<file path="src/eprd_regs.svh">
// Purpose : register offsets, field positions and reset values of the pin request detector
// Assumes : apb byte addressing, one aligned word per register
// Notes   : definitions only
`ifndef EPRD_REGS_SVH
`define EPRD_REGS_SVH

`define EPRD_OFF_ENABLE     12'h000
`define EPRD_OFF_EDGE       12'h004
`define EPRD_OFF_STATUS     12'h008
`define EPRD_OFF_PINFUNC    12'h00c
`define EPRD_OFF_IRQ_STAT   12'h010
`define EPRD_OFF_IRQ_MASK   12'h014
`define EPRD_OFF_ACK        12'h018

`define EPRD_RST_BYTE       8'h00
`define EPRD_RST_LINES      6'h00
`define EPRD_RST_EVT        2'h0
`define EPRD_ENABLE_MASK    8'h3f
`define EPRD_EDGE_MASK      8'h7f
`define EPRD_BOTH_BIT       1
`define EPRD_POL0_BIT       0
`define EPRD_VECTOR_BASE    8'h15
`define EPRD_ACK_VALID_BIT  8
`define EPRD_EVT_SET        0
`define EPRD_EVT_CLR        1
`define EPRD_ZERO32         32'h0000_0000

`endif

</file>
<file path="src/eprd_pkg.sv">
// Purpose : types of the pin request detector
// Assumes : none
// Notes   : constants live in eprd_regs.svh
package eprd_pkg;
    typedef enum logic [1:0] {
        EPRD_EDGE_FALL = 2'b00,
        EPRD_EDGE_RISE = 2'b01,
        EPRD_EDGE_BOTH = 2'b10
    } eprd_edge_t;
    typedef enum logic [0:0] {
        EPRD_APB_IDLE   = 1'b0,
        EPRD_APB_ACCESS = 1'b1
    } eprd_apb_t;
endpackage : eprd_pkg

</file>
<file path="src/eprd_sync.sv">
// Purpose : two-flop synchroniser plus previous-sample register per request pin
// Assumes : reset level of the pins is low for the sample history
// Notes   : first stage is read only by the second
`timescale 1ns/10ps
module eprd_sync #(
    parameter int WIDTH = 6
) (
    input  wire logic             pclk,
    input  wire logic             presetn,
    input  wire logic [WIDTH-1:0] pin_in,
    output logic      [WIDTH-1:0] level_q,
    output logic      [WIDTH-1:0] prev_q
);
    logic [WIDTH-1:0] meta_q;

    always_ff @(posedge pclk or negedge presetn) begin
        if (!presetn) begin
            meta_q  <= '0;
            level_q <= '0;
            prev_q  <= '0;
        end else begin
            meta_q  <= pin_in;
            level_q <= meta_q;
            prev_q  <= level_q;
        end
    end
endmodule : eprd_sync

</file>
<file path="src/eprd_edge.sv">
// Purpose : per-line edge detection from current and previous samples
// Assumes : line zero may select both edges, other lines one polarity
// Notes   : purely combinational
`timescale 1ns/10ps
`include "eprd_regs.svh"
module eprd_edge #(
    parameter int LINES = 6
) (
    input  wire logic [LINES-1:0] level,
    input  wire logic [LINES-1:0] prev,
    input  wire logic [7:0]       edge_sel,
    output logic      [LINES-1:0] edge_hit
);
    function automatic logic hit(input logic cur, input logic old, input eprd_pkg::eprd_edge_t m);
        logic rise;
        logic fall;
        rise = cur & ~old;
        fall = ~cur & old;
        case (m)
            eprd_pkg::EPRD_EDGE_FALL: hit = fall;
            eprd_pkg::EPRD_EDGE_RISE: hit = rise;
            eprd_pkg::EPRD_EDGE_BOTH: hit = rise | fall;
            default:                  hit = 1'b0;
        endcase
    endfunction : hit

    wire eprd_pkg::eprd_edge_t mode0 = edge_sel[`EPRD_BOTH_BIT] ? eprd_pkg::EPRD_EDGE_BOTH :
        (edge_sel[`EPRD_POL0_BIT] ? eprd_pkg::EPRD_EDGE_RISE : eprd_pkg::EPRD_EDGE_FALL);

    assign edge_hit[0] = hit(level[0], prev[0], mode0);
    for (genvar i = 1; i < LINES; i++) begin : g_line
        assign edge_hit[i] = hit(level[i], prev[i], edge_sel[i+1] ?
            eprd_pkg::EPRD_EDGE_RISE : eprd_pkg::EPRD_EDGE_FALL);
    end
endmodule : eprd_edge

</file>
<file path="src/eprd_top.sv">
// Purpose : external pin request detector with apb register access
// Assumes : pins synchronous enough for a two-flop synchroniser, apb slave with zero wait
// Notes   : status flags clear by read-one then write-zero
//
// Added by the designer: the APB slave port and the register addresses.
`timescale 1ns/10ps
`include "eprd_regs.svh"
module eprd_top #(
    parameter int LINES = 6
) (
    input  wire logic             pclk,
    input  wire logic             presetn,
    input  wire logic             psel,
    input  wire logic             penable,
    input  wire logic             pwrite,
    input  wire logic [11:0]      paddr,
    input  wire logic [31:0]      pwdata,
    input  wire logic [3:0]       pstrb,
    output logic      [31:0]      prdata,
    output logic                  pready,
    output logic                  pslverr,
    input  wire logic [LINES-1:0] shared_pin_in,
    output logic      [LINES-1:0] port_one_io_pin,
    output logic      [LINES-1:0] line_request,
    output logic                  request_valid,
    output logic      [7:0]       request_vector,
    input  wire logic [LINES-1:0] exception_ack,
    output logic                  irq
);
    // ------------------------------------------------------------
    // registers
    // ------------------------------------------------------------
    logic [7:0]       request_enable_q;
    logic [7:0]       edge_select_q;
    logic [LINES-1:0] request_status_q;
    logic [LINES-1:0] status_d;
    logic [LINES-1:0] read_one_q;
    logic [LINES-1:0] read_one_d;
    logic [7:0]       port_one_pin_function_q;
    logic [1:0]       evt_stat_q;
    logic [1:0]       evt_stat_d;
    logic [1:0]       evt_mask_q;
    logic [31:0]      prdata_q;
    logic [31:0]      rdata_d;
    eprd_pkg::eprd_apb_t apb_q;

    // ------------------------------------------------------------
    // apb decode
    // ------------------------------------------------------------
    wire access   = psel & penable;
    wire wr       = access & pwrite & pstrb[0];
    wire rd       = access & ~pwrite;
    wire sel_en   = paddr == `EPRD_OFF_ENABLE;
    wire sel_edge = paddr == `EPRD_OFF_EDGE;
    wire sel_st   = paddr == `EPRD_OFF_STATUS;
    wire sel_pf   = paddr == `EPRD_OFF_PINFUNC;
    wire sel_is   = paddr == `EPRD_OFF_IRQ_STAT;
    wire sel_im   = paddr == `EPRD_OFF_IRQ_MASK;
    wire sel_ack  = paddr == `EPRD_OFF_ACK;
    wire mapped   = sel_en | sel_edge | sel_st | sel_pf | sel_is | sel_im | sel_ack;

    assign pready  = 1'b1;
    assign pslverr = access & ~mapped;
    assign prdata  = prdata_q;

    // ------------------------------------------------------------
    // pin path
    // ------------------------------------------------------------
    logic [LINES-1:0] level_q;
    logic [LINES-1:0] prev_q;
    logic [LINES-1:0] edge_hit;
    logic [LINES-1:0] gated_pin;

    // unselected pins are seen as low; switching may therefore fake an edge
    assign gated_pin = shared_pin_in & port_one_pin_function_q[LINES-1:0];
    assign port_one_io_pin = shared_pin_in & ~port_one_pin_function_q[LINES-1:0];

    eprd_sync #(.WIDTH(LINES)) u_sync (
        .pclk    (pclk),
        .presetn (presetn),
        .pin_in  (gated_pin),
        .level_q (level_q),
        .prev_q  (prev_q)
    );

    eprd_edge #(.LINES(LINES)) u_edge (
        .level    (level_q),
        .prev     (prev_q),
        .edge_sel (edge_select_q),
        .edge_hit (edge_hit)
    );

    // ------------------------------------------------------------
    // status flags
    // ------------------------------------------------------------
    wire [LINES-1:0] wr_zero  = (wr & sel_st) ? ~pwdata[LINES-1:0] : '0;
    wire [LINES-1:0] clr_mask = (wr_zero & read_one_q) | exception_ack;
    assign status_d = (request_status_q & ~clr_mask) | edge_hit;
    // arm a flag for clearing when it is read as one; a write to the status register disarms all
    assign read_one_d = (rd & sel_st) ? request_status_q :
                        ((wr & sel_st) ? '0 : read_one_q & request_status_q);

    // ------------------------------------------------------------
    // requests and vector
    // ------------------------------------------------------------
    assign line_request  = request_status_q & request_enable_q[LINES-1:0];
    assign request_valid = |line_request;

    function automatic logic [7:0] vec(input logic [LINES-1:0] req);
        vec = `EPRD_RST_BYTE;
        for (int i = LINES - 1; i >= 0; i--) begin
            if (req[i]) begin
                vec = `EPRD_VECTOR_BASE + 8'(i);
            end
        end
    endfunction : vec

    assign request_vector = vec(line_request);

    // ------------------------------------------------------------
    // event interrupt
    // ------------------------------------------------------------
    wire [1:0] evt_in = {|(request_status_q & clr_mask), |(edge_hit)};
    wire [1:0] evt_w1c = (wr & sel_is) ? pwdata[1:0] : `EPRD_RST_EVT;
    assign evt_stat_d = (evt_stat_q & ~evt_w1c) | evt_in;
    assign irq = |(evt_stat_q & evt_mask_q);

    // ------------------------------------------------------------
    // read mux
    // ------------------------------------------------------------
    always_comb begin
        rdata_d = `EPRD_ZERO32;
        if (sel_en)   rdata_d[7:0] = request_enable_q;
        if (sel_edge) rdata_d[7:0] = edge_select_q;
        if (sel_st)   rdata_d[LINES-1:0] = request_status_q;
        if (sel_pf)   rdata_d[7:0] = port_one_pin_function_q;
        if (sel_is)   rdata_d[1:0] = evt_stat_q;
        if (sel_im)   rdata_d[1:0] = evt_mask_q;
        if (sel_ack)  rdata_d[`EPRD_ACK_VALID_BIT:0] = {request_valid, request_vector};
    end

    // ------------------------------------------------------------
    // flops
    // ------------------------------------------------------------
    always_ff @(posedge pclk or negedge presetn) begin
        if (!presetn) begin
            request_enable_q        <= `EPRD_RST_BYTE;
            edge_select_q           <= `EPRD_RST_BYTE;
            request_status_q        <= `EPRD_RST_LINES;
            read_one_q              <= `EPRD_RST_LINES;
            port_one_pin_function_q <= `EPRD_RST_BYTE;
            evt_stat_q              <= `EPRD_RST_EVT;
            evt_mask_q              <= `EPRD_RST_EVT;
            prdata_q                <= `EPRD_ZERO32;
            apb_q                   <= eprd_pkg::EPRD_APB_IDLE;
        end else begin
            request_status_q <= status_d;
            read_one_q       <= read_one_d;
            evt_stat_q       <= evt_stat_d;
            apb_q            <= access ? eprd_pkg::EPRD_APB_ACCESS : eprd_pkg::EPRD_APB_IDLE;
            if (psel & ~penable & ~pwrite) prdata_q <= rdata_d;
            if (wr & sel_en)   request_enable_q <= pwdata[7:0] & `EPRD_ENABLE_MASK;
            if (wr & sel_edge) edge_select_q    <= pwdata[7:0] & `EPRD_EDGE_MASK;
            if (wr & sel_pf)   port_one_pin_function_q <= pwdata[7:0];
            if (wr & sel_im)   evt_mask_q       <= pwdata[1:0];
        end
    end
endmodule : eprd_top

</file>
<file path="config.mk">
export PLATFORM = sky130hd
export DESIGN_NAME = eprd_top
export DESIGN_NICKNAME = d
export VERILOG_FILES = /design/src/eprd_pkg.sv /design/src/eprd_sync.sv /design/src/eprd_edge.sv /design/src/eprd_top.sv
export VERILOG_INCLUDE_DIRS = /design/src
export SDC_FILE = /design/constraint.sdc
export NUM_CORES = 1
export LEC_CHECK = 0
export ABC_AREA = 1
export ABC_CLOCK_PERIOD_IN_PS = 3000
export BUFFER_PORTS_ARGS = -buffer_cell sky130_fd_sc_hd__buf_4
export CORE_MARGIN = 2
export CORE_UTILIZATION = 54
export DETAILED_ROUTE_END_ITERATION = 8
export PLACE_DENSITY = 0.83
export SLEW_MARGIN = 20
export SYNTH_ARGS = -nofsm -noshare
export SYNTH_HDL_FRONTEND = slang
export SYNTH_HIERARCHICAL = 1
export SYNTH_SLANG_ARGS = --single-unit
</file>
<file path="constraint.sdc">
create_clock -name pclk -period 3 [get_ports pclk]
set_input_delay 0.15 -clock pclk [delete_from_list [all_inputs] [get_ports pclk]]
set_output_delay 0.15 -clock pclk [all_outputs]
set_load 0.02 [all_outputs]
</file>
Word-level counts from Yosys, hierarchy flattened
Cells that the tools add are included.
W data, S select, Z words.
Storage, ports and cells
  input port bits: 65
  output and inout bits: 56
  bits in registers: 64
  word-level logic and storage cells: 139
Operators by class
  eq/ne operators: 18
  reduce and logical (&&, ||, !) cells: 11
  mux-type cells: 30
  bitwise operators: 69
Operators by type and width (count)
  $and A6 B6 Y6: 7
  $eq A12 B5 Y1 const B: 3
  $mux W8: 4
  $mux W6: 5
  $and A1 B1 Y1: 26
  $eq A12 B4 Y1 const B: 2
  $mux W5: 4
  $not A6 Y6: 3
  $pmux W1 S3: 6
  $reduce_or A6 Y1: 3
  $not A1 Y1: 15
  $eq A12 B3 Y1 const B: 1
  $eq A2 B1 Y1 const B: 6
  $eq A2 B2 Y1 const B: 6
  $logic_not A12 Y1: 1
  $logic_not A2 Y1: 6
  $or A1 B1 Y1: 12
  $or A6 B6 Y6: 2
  $mux W9: 1
  $mux W2: 4
  $mux W1: 6
  $and A2 B2 Y2: 2
  $not A2 Y2: 1
  $or A2 B2 Y2: 1
  $reduce_or A2 Y1: 1

Logic depth before layout (Yosys ltp)
  word-level depth: 10
  depth in mapped cells: 12
  mapped depth without buffers: 12

Cells and area by module
Netlist, hierarchy kept.
By module, submodules not included
  eprd_top: area an instance 2802.7 µm², instances 1, cells an instance 376
  eprd_sync: area an instance 450.4 µm², instances 1, cells an instance 18
  eprd_edge: area an instance 186.4 µm², instances 1, cells an instance 36

Least setup slack after synthesis
No wires, ideal clock.
  path kind: reg-to-reg
  from: reg request_status_q[4]
  to: reg prdata_q[0] (netlist: prdata[0])
  setup time: 0.065 ns
  buffers on the path: 0
  data arrival time: 1.526 ns
  cell stages (with the launch flop): 9
  clock period less this slack: 1.591 ns
  slack: 1.409 ns
  path through: dfrtp_1 -> nand2_1 -> inv_1 -> a21oi_1 -> o21ai_0 -> nand2_1 -> nand4_1 -> nand2_1 -> nand2_1
Between the ends
  longest elaborated chain between the ends: 7
RTL lines
  from (decl): line eprd_top.sv:35  | logic [LINES-1:0] request_status_q;
  from (signal assigned): line eprd_top.sv:149  | request_status_q <= `EPRD_RST_LINES;
  from (signal assigned): line eprd_top.sv:157  | request_status_q <= status_d;
  $and A6 B6 Y6: line eprd_top.sv:106  | assign line_request = request_status_q & request_enable_q[LINES-1:0];
  named net line_request[4]: line eprd_top.sv:24  | output logic [LINES-1:0] line_request,
  $mux W5 (3 in series): line eprd_top.sv:112  | if (req[i]) begin
  $mux W8 (2 in series): line eprd_top.sv:112
  named net request_vector[0]: line eprd_top.sv:26  | output logic [7:0] request_vector,
  $mux W9: line eprd_top.sv:139  | if (sel_ack) rdata_d[`EPRD_ACK_VALID_BIT:0] = {request_valid, request_vector};
  to (signal assigned): line eprd_top.sv:154  | prdata_q <= `EPRD_ZERO32;
  to (signal assigned): line eprd_top.sv:161  | if (psel & ~penable & ~pwrite) prdata_q <= rdata_d;
  to (decl): line eprd_top.sv:43  | logic [31:0] prdata_q;
The timed path passes the listed nets, and every way through them passes these cells.
A chain may end at the register's enable or synchronous reset.

Final worst setup path
  from: reg request_status_q[5]
  to: out request_vector[4]
Between the ends
  longest elaborated chain between the ends: 7
RTL lines (line)
  $and A6 B6 Y6: eprd_top.sv:106
  $mux W5 (4 in series): eprd_top.sv:112
  $mux W8 (2 in series): eprd_top.sv:112
  to (decl): eprd_top.sv:26
Every way passes these cells.

==> impl_metrics.yaml <==
cts:
  cts_buffers: 9
  clkTransAtPathRegs_ns: 0.07
  cts.hold.buffers_added: 1
  cts-root-buf: "clkbuf_8"
  htree_levels: 3
  cts.sinks: 64
  cts_setup_buffers: 0
  ctsResizeCount: 0
  cts_tree: "done"
  insertion_delay_ns: 0.34
  clockBufferDepth: 2
placement:
  detailed_place_hpwl_um: 6080
  port_buffers: 66
  gp_congestion: 0.924
timing:
  max_slew_margin: 0.471
  rsz0062_at_grt: "no"
  clock_skew_ns: 0.00972
  finalHoldViolCount: 0
  setup_viol: 0
  min_period_over_period: 0.599
  finalCriticalPeriod_ns: 1.80
  fmax_ghz: 0.557
  setup_tns_ns: 0
  drv_slew: 0
  worst_pin_slew_ns: 0.794
  hold_slack_ns: 0.00713
routing:
  drc: 0
  vias_per_cell: 5.14
  wl_um: 8060
  routedWlPerCell_um: 13.8
  firstDrtPassIters: 5
  drt_iter0_markers: 245
  vias: 3005
  antenna_left: 0
run:
  drv_cap: 0
worst_setup_path:
  worst-setup-path-type: "register to output port"
  cp-start-kind: "register"
  required_ns: 2.85
  cp.arrival_ns: 1.65
  critPathCaptureType: "output port"
  critPathMaxFanout: 4
global_routing:
  grt_antenna_before_repair: 0
  grt_max_degree: 65
  overflow: 0
  grt_pass1_vias: 2968
  grt_pass1_wl_um: 13800
  grt.total_usage: 0.249
pwr:
  vdd_drop_max_v: 0.000297
  p_leak_nw: 2.21
  power_density_nw_per_um2: 417
  power.share.switching: 0.241
  p_seq_frac: 0.508
  clock_power_share: 0.409
  p_int_mw: 1.29
  power_frac_comb: 0.084
  switchingPower_mw: 0.410
floorplanning:
  dieArea_um2: 7020
  placementRows: 29
  core-area_um2: 6240
  io_pins: 121
  die_y_um: 83.8
  die_x_um: 83.8
  initial_core_util: 0.551
logic_synthesis:
  yosysMostFrequentCell: "nand2_1"
  syn_area_um2: 3440
  synth-edff-count: 0
  synth_top_area_cell: "dfrtp_1"
  async_flop_share: 1.00
  ys_ff_latch: 64
  yosys-top-cells-count: "nand2_1 (111), inv_1 (65), dfrtp_1 (64), nand3_1 (41), nor2_1 (33)"
  postSynthCellCount: 430
  ys_seq_area_frac: 0.466
  ys.flop_type: "dfrtp_1"
  syn_area_per_cell_um2: 8.00
  netlist.area_leader.share: 0.466
  synth.distinct_cells: 33
  synth-warning-count: 6
  synth_area_leaders: "dfrtp_1 (47%), nand2_1 (12%), inv_1 (7.1%)"
hold_path:
  worstHoldPathType: "primary input to register"
run_status:
  status: "completed"
final_layout:
  multi_input_area_um2: 1430
  antennaDiodeCount: 0
  regArea_um2: 1600
  drive_gt1_frac: 0.217
  fin_nets: 570
  synthToLayoutAreaGrowth_pct: 18.8
  fill_cells: 541
-- final cells by class --
cell class,instances,area share
clock buffers,12,0.0331
clock inverters,4,0.0110
inverters,71,0.0665
multi-input cells,290,0.350
flip-flops and latches,64,0.392
well taps,77,0.0236
repair buffers,67,0.124
-- cell usage in the layout (no fill, tap or decap) --
cell type and count:
o21ai_1 7, bufinv_16 1, o21bai_4 2, nor2_2 1
nor2_8 1, dfrtp_1 64, a32o_1 1, nand2_4 1
a21oi_1 12, inv_6 1, clkinv_2 3, nand4_1 4
clkbuf_1 3, nand2_2 4, inv_1 65, nor3_1 4
o21bai_1 4, nor2_1 33, mux2_4 1, conb_1 27
dlygate4sd3_1 1, buf_4 66, nand2_8 1, nand3_1 41
o211ai_1 1, clkinv_1 1, clkbuf_8 9, nor4_1 2
o21ai_2 12, nand2_1 111, inv_2 4, o21ai_0 14
nor3_4 1, ha_1 2, nor2_4 2, a22o_1 1
-- power by group through the flow --
stage / combinational (mW) / sequential, mW / clock (mW)
final: 0.142 / 0.864 / 0.696
after global routing: 0.157 / 0.863 / 0.749
after CTS: 0.143 / 0.864 / 0.707
after detailed placement: 0.142 / 0.880 / 0
after global placement: 0.139 / 0.880 / 0
after floorplan: 0.0945 / 0.880 / 0
-- state kept, by name (all words and copies together), names as in the netlist --
name                     count
prdata                       9
port_one_pin_function_q      8
edge_select_q                7
read_one_q                   6
request_enable_q             6
request_status_q             6
u_sync/level_q               6
u_sync/meta_q                6
u_sync/prev_q                6
evt_mask_q                   2
evt_stat_q                   2
-- kinds of logic (layout without fill, tap and decap cells) --
| logic type | Yosys count | after routing | share of synthesized area |
|---|---|---|---|
| buffers and inverters | 101 | 154 | 0.146 |
| other | 2 | 27 | 0.00218 |
| flip-flops | 64 | 64 | 0.466 |
| AND/OR/NAND/NOR | 206 | 206 | 0.269 |
| multiplexers | 1 | 1 | 0.00436 |
| AO/OA/AOI/OAI | 54 | 54 | 0.106 |
| adder cells (fa/ha/maj) | 2 | 2 | 0.00727 |
-- metrics by stage --
step	power, mW	std cells	utilization	instance area [µm²]	setup WS [ns]
3_3_place_gp	1.02	568	0.624	3890	1.40
6_report	1.70	585	0.655	4090	1.20
4_1_cts	1.71	585	0.655	4090	1.23
5_1_grt	1.77	585	0.655	4090	1.09
2_1_floorplan	0.975	455	-	3530	1.41
3_5_place_dp	1.02	568	0.624	3890	1.36
-- per-layer routing --
metal	global-route usage	vias to the layer above	part of all wire
met5	0	-	0
met4	0.117	0	0.026
met3	0.0425	23	0.063
met2	0.411	135	0.50
met1	0.320	1407	0.41
li1	-	1440	-
-- final timing paths --
kind                            slack (ns)                   to           startpoint  depth (start not counted)
worst max-delay path                  1.20    request_vector[4]  request_status_q[5]                          5
worst min-delay path                 0.007     u_sync/meta_q[1]     shared_pin_in[1]                          3
worst max register to register        1.42        evt_stat_q[0]    u_sync/level_q[0]                          7
worst min register to register        0.35    u_sync/level_q[1]     u_sync/meta_q[1]                          0
max in group asynchronous             2.04     u_sync/meta_q[5]              presetn                          2
min in group asynchronous             0.43  request_status_q[5]              presetn                          2
-- worst max-delay path, cell delays in order (launching register included) --
cell and delay (ns):
dfrtp_1 0.44, nand2_1 0.10, inv_1 0.09, nor3_1 0.32, nand3_1 0.17, buf_4 0.19
(Power assumes the default switching activity.)
